==> src/hdl/fsld_consts.vh <==
// Constants for the fieldbus status indicator driver
`ifndef FSLD_CONSTS_VH
`define FSLD_CONSTS_VH

// ************************************************************
// Time base
// ************************************************************
`define FSLD_CLK_NS        20
`define FSLD_TICK_NS       1000000
`define FSLD_MS_CYCLES     (`FSLD_TICK_NS / `FSLD_CLK_NS)

// ************************************************************
// Pattern phase lengths in ms
// ************************************************************
`define FSLD_FLICK_MS      11'd50
`define FSLD_SHORT_MS      11'd200
`define FSLD_LONG_MS       11'd1000

// ************************************************************
// Pattern codes
// ************************************************************
`define FSLD_PAT_OFF       3'h0
`define FSLD_PAT_ON        3'h1
`define FSLD_PAT_FLICK     3'h2
`define FSLD_PAT_BLINK     3'h3
`define FSLD_PAT_SINGLE    3'h4
`define FSLD_PAT_DOUBLE    3'h5

// ************************************************************
// Slave state machine state codes
// ************************************************************
`define FSLD_ST_INIT       4'h1
`define FSLD_ST_PREOP      4'h2
`define FSLD_ST_BOOT       4'h3
`define FSLD_ST_SAFEOP     4'h4
`define FSLD_ST_OP         4'h8

`endif

==> src/hdl/fsld_top.v <==
// Fieldbus status indicator driver: pattern timing and selection
`timescale 1ns/1ps
`include "fsld_consts.vh"
// Limitation: only the supply sense is resynchronised; all controller
// levels share this clock, so a one-cycle glitch restarts a pattern.

module fsld_top #(
   parameter MS_CYCLES = `FSLD_MS_CYCLES    // Cycles per millisecond
) (
   // Clock and reset
   input  wire       clk,
   input  wire       rst,
   // Slave state machine state
   input  wire [3:0] esm_state,
   // Error conditions
   input  wire       param_load_fail,
   input  wire       invalid_config,
   input  wire       local_error,
   input  wire       watchdog_timeout,
   input  wire       memory_error,
   input  wire       controller_active,
   // Per-port link status
   input  wire [1:0] port_open,
   input  wire [1:0] link_up,
   input  wire [1:0] activity,
   // Supply sense pin
   input  wire       power_good,
   // Indicator outputs
   output wire       run_indicator,
   output wire       fault_indicator,
   output wire [1:0] link_activity_led,
   output reg        supply_indicator
);

   // ************************************************************
   // Pattern helper functions
   // ************************************************************

   // Length of one full cycle of a pattern, in ms
   // Longest cycle is the double flash, well inside 11 bits
   function [10:0] pat_period;
      input [2:0] pat;
      begin
         case (pat)
            `FSLD_PAT_FLICK:  pat_period = `FSLD_FLICK_MS + `FSLD_FLICK_MS;
            `FSLD_PAT_BLINK:  pat_period = `FSLD_SHORT_MS + `FSLD_SHORT_MS;
            `FSLD_PAT_SINGLE: pat_period = `FSLD_SHORT_MS + `FSLD_LONG_MS;
            `FSLD_PAT_DOUBLE: pat_period = `FSLD_SHORT_MS + `FSLD_SHORT_MS +
                                           `FSLD_SHORT_MS + `FSLD_LONG_MS;
            default:          pat_period = 11'h001;  // Steady: no phase
         endcase
      end
   endfunction

   // Lit level of a pattern at a given ms position in its cycle
   function pat_lit;
      input [2:0]  pat;
      input [10:0] pos;
      begin
         case (pat)
            `FSLD_PAT_ON:     pat_lit = 1'b1;
            `FSLD_PAT_FLICK:  pat_lit = (pos < `FSLD_FLICK_MS);
            `FSLD_PAT_BLINK:  pat_lit = (pos < `FSLD_SHORT_MS);
            `FSLD_PAT_SINGLE: pat_lit = (pos < `FSLD_SHORT_MS);
            `FSLD_PAT_DOUBLE: pat_lit = (pos < `FSLD_SHORT_MS) ||
               ((pos >= `FSLD_SHORT_MS + `FSLD_SHORT_MS) &&
                (pos < `FSLD_SHORT_MS + `FSLD_SHORT_MS +
                       `FSLD_SHORT_MS));
            default:          pat_lit = 1'b0;
         endcase
      end
   endfunction

   // ************************************************************
   // Millisecond time base
   // ************************************************************
   // Divider end point; the count is held to 16 bits on purpose, which
   // covers the 50 MHz default of 50000 cycles per millisecond
   localparam [31:0] MS_WIDE   = MS_CYCLES;       // Cycles per ms, 32 bits
   localparam [15:0] TICK_LAST = MS_WIDE[15:0] - 16'h0001; // Last cycle

   reg  [15:0] tick_cnt_reg;                      // Cycle count in ms
   reg         ms_tick_reg;                       // One-cycle ms pulse

   // Shared divider so every patterned indicator stays in step
   // Tick is registered, so phase edges lag the divider by two clocks
   always @(posedge clk) begin
      if (rst) begin
         tick_cnt_reg <= 16'h0000;
         ms_tick_reg  <= 1'b0;
      end else if (tick_cnt_reg == TICK_LAST) begin
         tick_cnt_reg <= 16'h0000;
         ms_tick_reg  <= 1'b1;
      end else begin
         tick_cnt_reg <= tick_cnt_reg + 16'h0001;
         ms_tick_reg  <= 1'b0;
      end
   end

   // ************************************************************
   // Supply sense synchroniser
   // ************************************************************
   reg         pwr_meta_reg;                      // First stage only
   reg         pwr_sync_reg;                      // Safe to read

   // Supply sense is a pin, so it is resynchronised first
   // The output flop adds a third cycle of lag to the sense
   always @(posedge clk) begin
      if (rst) begin
         pwr_meta_reg     <= 1'b0;
         pwr_sync_reg     <= 1'b0;
         supply_indicator <= 1'b0;
      end else begin
         pwr_meta_reg     <= power_good;
         pwr_sync_reg     <= pwr_meta_reg;
         supply_indicator <= pwr_sync_reg;
      end
   end

   // ************************************************************
   // Pattern selection
   // ************************************************************
   reg  [2:0]  run_sel;                           // Run pattern
   reg  [2:0]  fault_sel;                         // Fault pattern
   reg  [5:0]  link_sel;                          // Two link patterns
   wire [11:0] sel_bus;                           // All selections
   integer     pi;                                // Port loop index

   // Run pattern follows the slave state
   always @* begin
      case (esm_state)
         `FSLD_ST_PREOP:  run_sel = `FSLD_PAT_BLINK;
         `FSLD_ST_SAFEOP: run_sel = `FSLD_PAT_SINGLE;
         `FSLD_ST_OP:     run_sel = `FSLD_PAT_ON;
         `FSLD_ST_BOOT:   run_sel = `FSLD_PAT_FLICK;
         default:         run_sel = `FSLD_PAT_OFF;
      endcase
   end

   // Fault pattern: the most serious condition wins
   // Memory error with an idle controller outranks all else, since
   // the controller cannot report anything finer in that case
   always @* begin
      if (memory_error && !controller_active)
         fault_sel = `FSLD_PAT_ON;
      else if (param_load_fail)
         fault_sel = `FSLD_PAT_FLICK;
      else if (watchdog_timeout)
         fault_sel = `FSLD_PAT_DOUBLE;
      else if (invalid_config)
         fault_sel = `FSLD_PAT_BLINK;
      else if (local_error)
         fault_sel = `FSLD_PAT_SINGLE;
      else
         fault_sel = `FSLD_PAT_OFF;
   end

   // Link pattern per port; no link reads as dark too
   // Activity is a raw level; each rise of it on an open, linked port restarts the flicker
   always @* begin
      link_sel = 6'h00;
      for (pi = 0; pi < 2; pi = pi + 1) begin
         if (!port_open[pi] || !link_up[pi])
            link_sel[pi*3 +: 3] = `FSLD_PAT_OFF;
         else if (activity[pi])
            link_sel[pi*3 +: 3] = `FSLD_PAT_FLICK;
         else
            link_sel[pi*3 +: 3] = `FSLD_PAT_ON;
      end
   end

   // Generator order: run, fault, link port 0, link port 1
   assign sel_bus = {link_sel, fault_sel, run_sel};

   // ************************************************************
   // Pattern generators, one per indicator except the supply indicator
   // ************************************************************
   // Each generator keeps its own ms position and pattern copy.
   // The position only moves on the shared tick, so one full ms lasts
   // exactly MS_CYCLES clocks and every phase after the first is exact.
   // Trade-off: a divider per indicator would make the first phase exact
   // too, but would cost one more counter per output.
   wire [3:0]  lit_bus;                           // Registered levels

   genvar gi;
   generate
      for (gi = 0; gi < 4; gi = gi + 1) begin : g_ind
         wire [2:0]  sel_now = sel_bus[gi*3 +: 3];   // Wanted pattern
         reg  [2:0]  sel_reg;                        // Running pattern
         reg  [10:0] pos_reg;                        // ms in cycle
         reg         lit_reg;                        // Output level

         // Change restarts at the lit phase; first ms may be short
         // since the tick is shared rather than restarted
         always @(posedge clk) begin
            if (rst) begin
               sel_reg <= `FSLD_PAT_OFF;
               pos_reg <= 11'h000;
               lit_reg <= 1'b0;
            end else if (sel_now != sel_reg) begin
               sel_reg <= sel_now;
               pos_reg <= 11'h000;
               lit_reg <= pat_lit(sel_now, 11'h000);
            end else begin
               if (ms_tick_reg) begin
                  if (pos_reg == pat_period(sel_reg) - 11'h001)
                     pos_reg <= 11'h000;             // Cycle repeats
                  else
                     pos_reg <= pos_reg + 11'h001;
               end
               // Steady patterns wrap at one ms, so pos stays at 0
               lit_reg <= pat_lit(sel_reg, pos_reg);
            end
         end

         assign lit_bus[gi] = lit_reg;
      end
   endgenerate

   assign run_indicator     = lit_bus[0];
   assign fault_indicator   = lit_bus[1];
   assign link_activity_led = lit_bus[3:2];

endmodule // fsld_top

==> config.mk <==
export PLATFORM = sky130hd
export DESIGN_NAME = fsld_top
export DESIGN_NICKNAME = d
export VERILOG_FILES = /design/src/hdl/fsld_top.v
export VERILOG_INCLUDE_DIRS = /design/src /design/src/hdl
export SDC_FILE = /design/constraint.sdc
export NUM_CORES = 1
export LEC_CHECK = 0
export ABC_AREA = 0
export BUFFER_PORTS_ARGS = -buffer_cell sky130_fd_sc_hd__buf_2
export CAP_MARGIN = 5
export CORE_MARGIN = 3
export CORE_UTILIZATION = 40
export DETAILED_ROUTE_END_ITERATION = 12
export GPL_TIMING_DRIVEN = 0
export PLACE_DENSITY = 0.6
export SYNTH_ARGS = -nofsm -noshare
export SYNTH_HDL_FRONTEND = slang
export SYNTH_SLANG_ARGS = --single-unit
export TNS_END_PERCENT = 5
==> constraint.sdc <==
create_clock -name clk -period 5.94 [get_ports clk]
set_input_delay 0.891 -clock clk [delete_from_list [all_inputs] [get_ports clk]]
set_output_delay 0.891 -clock clk [all_outputs]
set_load 0.005 [all_outputs]
# Word level (Yosys, flattened, before mapping)
# Index checks and enable logic that the tools add are counted.
[classes]
add_sub_neg = 9
n_lt_le_gt_ge = 16
n_eq_ne = 53
muxes = 43
n_reduce_logical = 29
[op_table]
columns = ["op", "count"]
rows = [
  ["2-to-1 mux 11 bit", 16],
  ["one-hot mux 11 bit (4 select lines)", 4],
  ["equality test 3 x 2 -> 1 bit, second input constant", 16],
  ["equality test 3 bit, second input constant", 16],
  ["adder 11 x 1 -> 11 bit, second input constant", 4],
  ["equality test 11 bit", 4],
  ["greater-or-equal comparator 11 x 9 -> 1 bit, second input constant", 4],
  ["< comparator 11 x 10 -> 1 bit, second input constant", 4],
  ["< comparator 11 x 6 -> 1 bit, second input constant", 4],
  ["< comparator 11 x 8 -> 1 bit, second input constant", 4],
  ["subtractor 11 x 1 -> 11 bit, second input constant", 4],
  ["equality test 3 x 1 -> 1 bit, second input constant", 8],
  ["OR reduction 5 bit", 4],
  ["OR reduction 2 bit", 9],
  ["adder 16 x 1 -> 16 bit, second input constant", 1],
  ["equality test 16 bit, second input constant", 1],
  ["one-hot mux 1 bit (4 select lines)", 4],
  ["2-to-1 mux 3 bit", 5],
  ["!= test 3 bit", 4],
  ["one-hot mux 3 bit (4 select lines)", 1],
  ["2-to-1 mux 1 bit", 9],
  ["equality test 4 x 2 -> 1 bit, second input constant", 2],
  ["2-to-1 mux 2 bit", 4],
  ["logical OR 1 bit", 6],
  ["other kinds (4)", 12],
]
[totals]
regBits = 80
input_bits = 19
output_inout_bits = 5
wordCells = 167

# Longest topological paths before layout
[depth]
depth_word = 11
ltp_mapped = 8
ltp_nobuf = 6

# Worst setup path after synthesis
# No wires, ideal clock.
[synth_path]
kind = "input to register"
startpoint = "input esm_state[3]"
endpoint = "register g_ind[0].pos_reg[4]"
setup_time_ns = 0.064
arrival_ns = 2.054
setup_slack_ns = 3.821
cell_stages = 6
path_cell_list = "xnor2_1 > or3_1 > xnor2_1 > o21ai_1 > a211o_2 > nor2_1"
[synth_between]
elab_chain_len = 4
elab_cells_between_ends = 7
[synth_rtl]
columns = ["element", "line", "text"]
rows = [
  ["start, declared", "fsld_top.v:14", "input wire [3:0] esm_state,"],
  ["equality test 4 x 2 -> 1 bit (tied with other cells)", "fsld_top.v:131", "case (esm_state)"],
  ["one-hot mux 3 bit (4 select lines) (*)", "fsld_top.v:131", ""],
  ["!= test 3 bit (*)", "fsld_top.v:200", "end else if (sel_now != sel_reg) begin"],
  ["OR reduction 2 bit (no source line) (*)", "n/a", ""],
  ["end signal, assigned", "fsld_top.v:209", "pos_reg <= pos_reg + 11'h001;"],
  ["end, declared", "fsld_top.v:190", "reg [10:0] pos_reg;"],
]
# Every way passes the cells marked *; elsewhere a longest branch is shown, timed or not.
# A chain may end at the register's enable or synchronous reset.

# Worst setup path in the final report
[layout_path]
startpoint = "register g_ind[1].sel_reg[2]"
endpoint = "register g_ind[1].pos_reg[10]"
[layout_between]
elab_chain_len = 8
elab_cells_between_ends = 13
[layout_rtl]
columns = ["element", "line", "text"]
rows = [
  ["start, declared", "fsld_top.v:189", "reg [2:0] sel_reg;"],
  ["start signal, assigned", "fsld_top.v:197", "sel_reg <= `FSLD_PAT_OFF;"],
  ["start signal, assigned", "fsld_top.v:201", "sel_reg <= sel_now;"],
  ["equality test 3 bit or equality test 3 x 2 -> 1 bit (tied branches)", "fsld_top.v:44", "case (pat)"],
  ["one-hot mux 11 bit (4 select lines)", "fsld_top.v:44", ""],
  ["2-to-1 mux 11 bit", "fsld_top.v:205", "if (ms_tick_reg) begin"],
  ["2-to-1 mux 11 bit", "fsld_top.v:200", ""],
  ["2-to-1 mux 11 bit", "fsld_top.v:196", "if (rst) begin"],
  ["subtractor 11 x 1 -> 11 bit", "fsld_top.v:206", "if (pos_reg == pat_period(sel_reg) - 11'h001)"],
  ["equality test 11 bit", "fsld_top.v:206", ""],
  ["2-to-1 mux 11 bit", "fsld_top.v:206", ""],
  ["end signal, assigned", "fsld_top.v:209", ""],
  ["end, declared", "fsld_top.v:190", ""],
]
# Parallel ways exist; a longest one is shown, timed or not. The select of a mux whose other input is x is not followed.

==> impl_metrics.env <==
export IMPL_fin_crit_sh_pct=39.1
export IMPL_pwr_share_clk_pct=42.1
export IMPL_layout_nets=589
export IMPL_dp_cells=690
export IMPL_start_util_pct=41.3
export IMPL_syn2layout_area_growth_pct=11.8
export IMPL_grt_max_degree=14
export IMPL_swShare_pct=23.8
export IMPL_min_path_cells=1
export IMPL_syn_inst=532
export IMPL_slew_headroom_pct=57.9
export IMPL_hold_buffers=0
export IMPL_slew_violations=0
export IMPL_p_per_area_nw_per_um2=223
export IMPL_pre_cts_slack_ns=3.45
export IMPL_clk_pin_slew_ns=0.08
export IMPL_synth_edff_count=0
export IMPL_postSynthAreaPerCell_sq_um=8.01
export IMPL_synth_cell_type_count=61
export IMPL_worstSetupEndpointType="flop"
export IMPL_fmax_mhz=431
export IMPL_htree_levels=3
export IMPL_ys_seq_area_share_pct=36.7
export IMPL_cts_buffers=9
export IMPL_root_buffer="clkbuf_8"
export IMPL_hold_path_class="flop to flop"
export IMPL_hold_slack_ns=0.446
export IMPL_min_period_ns=2.32
export IMPL_antenna_found_initial=0
export IMPL_cts_sinks=78
export IMPL_gp_congestion=0.855
export IMPL_synth_seq_cells=78
export IMPL_synth_area_sq_um=4260
export IMPL_timing_max_cap_violations=0
export IMPL_drt_iter0_drc=142
export IMPL_yosysTopAreaCell="dfxtp_1"
export IMPL_worstPathArrival_ns=2.56
export IMPL_p_leak_nw=1.72
export IMPL_tightest_slew_ns=0.631
export IMPL_vias=3768
export IMPL_insertion_delay_ns=0.35
export IMPL_stdcell_count=705
export IMPL_fillers=1052
export IMPL_grt_overflow_total=0
export IMPL_p_comb_share_pct=7.5
export IMPL_ir_drop_mv=0.120
export IMPL_drc=0
export IMPL_largest_reg_flops=44
export IMPL_die_height_um=109
export IMPL_switching_power_uw=253
export IMPL_viasPerCell=5.34
export IMPL_core_area_sq_um=10300
export IMPL_synth_area_top_cells="dfxtp_1 37%, nor2_1 7.8%, xor2_1 7.0%, xnor2_1 4.7%, nand2_1 3.6%"
export IMPL_worstSetupPathType="flop to flop"
export IMPL_setup_ws_ns=3.62
export IMPL_crit_slowest_cell="nor4b_1"
export IMPL_port_buffers=22
export IMPL_io_pins=24
export IMPL_yosys_warnings=0
export IMPL_synth_top_cell_area_share_pct=36.7
export IMPL_synth_main_ff_cell="dfxtp_1"
export IMPL_drt_wirelength_per_cell_um=13.2
export IMPL_routed_wirelength_mm=9.30
export IMPL_die_area_sq_um=11900
export IMPL_cp_depth=7
export IMPL_dr_pass1_iters=6
export IMPL_reg2reg_depth=7
export IMPL_rsz0062_at_grt="false"
export IMPL_setup_violations=0
export IMPL_crit_chain="buf_2, nor2b_1, a221oi_1, nor4b_1, and3_1, a21o_1, nor2_1"
export IMPL_timing_setup_tns_ns=0
export IMPL_async_flop_share_pct=0
export IMPL_dp_hpwl_mm=6.66
export IMPL_critical_path_n_buffers_inverters=1
export IMPL_ys_top_cells_by_count="89 x nor2_1, 78 x dfxtp_1, 41 x nand2_1"
export IMPL_fp_row_count=37
export IMPL_die_w_um=109
export IMPL_required_ns=6.17
export IMPL_outcome="finished, final reports clean"
export IMPL_internal_power_uw=809
export IMPL_critical_path_max_stage_delay_ns=0.55
export IMPL_grt_pass1_vias=3443
export IMPL_cts_resized=0
export IMPL_synth_nets=556
export IMPL_cts_tree="built"
export IMPL_post_cts_setup_buffer_count=0
export IMPL_synth_most_common_cell="nor2_1"
export IMPL_grt_pass1_wl_mm=16.1
export IMPL_n_antenna_cell=0
export IMPL_p_seq_share_pct=50.4
export IMPL_cts_max_path_buffers=2
export IMPL_detail_route_antenna_nets=0
export IMPL_layout_drive_gt1_share_pct=9.14
export IMPL_finalHoldViolations=0
export IMPL_groute_usage_overall_pct=16.7
export IMPL_crit_family="simple AND/OR/NAND/NOR gates"
export IMPL_startpoint_type="flop"
export IMPL_cp_max_fo=10
export IMPL_finClkSkew_ns=0.00988
==> path summary, 6_finish.rpt <==
check	slack, ns	endpoint	start
max reg2reg	3.62	g_ind[1].pos_reg[10]	g_ind[1].sel_reg[2]
max	3.62	g_ind[1].pos_reg[10]	g_ind[1].sel_reg[2]
min reg2reg	0.45	pwr_sync_reg	pwr_meta_reg
min	0.45	pwr_sync_reg	pwr_meta_reg
==> layer usage <==
metal  global-route usage [%]  part of all wire (%)
met1                     23.3                    50
met3                     3.14                   4.2
met2                     25.5                    44
met4                     6.68                   1.9
met5                        0                     0
==> cells by family after synthesis <==
| logic type | synth area share (%) |
|---|---|
| XOR/XNOR | 11.7 |
| buffers and inverters | 4.58 |
| AND/OR/NAND/NOR | 29.8 |
| adder cells (fa/ha/maj) | 1.47 |
| multiplexers | 0.940 |
| AO/OA/AOI/OAI | 14.9 |
| flip-flops | 36.7 |
==> through the flow <==
| stage | total power [mW] | util (%) | instance area, sq um |
|---|---|---|---|
| 4_1_cts | 1.08 | 46.1 | 4760 |
| 3_3_place_gp | 0.625 | 44.0 | 4540 |
| 2_1_floorplan | 0.600 | - | 4260 |
| 6_report | 1.06 | 46.1 | 4760 |
| 3_5_place_dp | 0.626 | 44.0 | 4540 |
| 5_1_grt | 1.11 | 46.1 | 4760 |
==> placed cells by master (no fill, tap or decap), types with 3 or more instances in the layout <==
cell / count
nor2_1: 89
dfxtp_1: 78
nand2_1: 41
xor2_1: 34
buf_2: 28
nand3_1: 26
xnor2_1: 23
nor3_1: 21
clkbuf_1: 20
nand4_1: 17
nor2b_1: 13
inv_1: 11
a21oi_1: 11
nor3b_1: 10
o21ai_0: 10
clkbuf_8: 10
and3_1: 9
a31oi_1: 7
o211ai_1: 7
nand2b_1: 6
or3_1: 6
nor4_1: 6
buf_1: 5
a311oi_1: 5
ha_1: 5
a211o_1: 4
a21o_1: 4
mux2i_1: 4
o311ai_0: 4
nor4b_1: 3
buf_4: 3
a211oi_1: 3
nand4b_1: 3
a2bb2oi_1: 3
==> power groups by stage <==
| stage | clock network [mW] | logic (mW) | registers [mW] |
|---|---|---|---|
| after global placement | 0 | 0.0781 | 0.547 |
| after global routing | 0.486 | 0.0894 | 0.536 |
| after detailed placement | 0 | 0.0795 | 0.547 |
| final | 0.447 | 0.0796 | 0.535 |
| after CTS | 0.464 | 0.0801 | 0.535 |
| after floorplan | 0 | 0.0545 | 0.546 |
==> area by class of cell <==
cell class                 count  area [sq um]  share of cell area [%]
inverter                      13          48.8                    1.02
sequential                    78          1560                    32.8
timing repair buffer          22           110                    2.31
clock buffer                  10           138                    2.89
multi-input combinational    407          2500                    52.6
buffer                        34           146                    3.07
tap                          136           170                    3.57
clock inverter                 5          83.8                    1.76
Power figures use the tool's default switching activity.
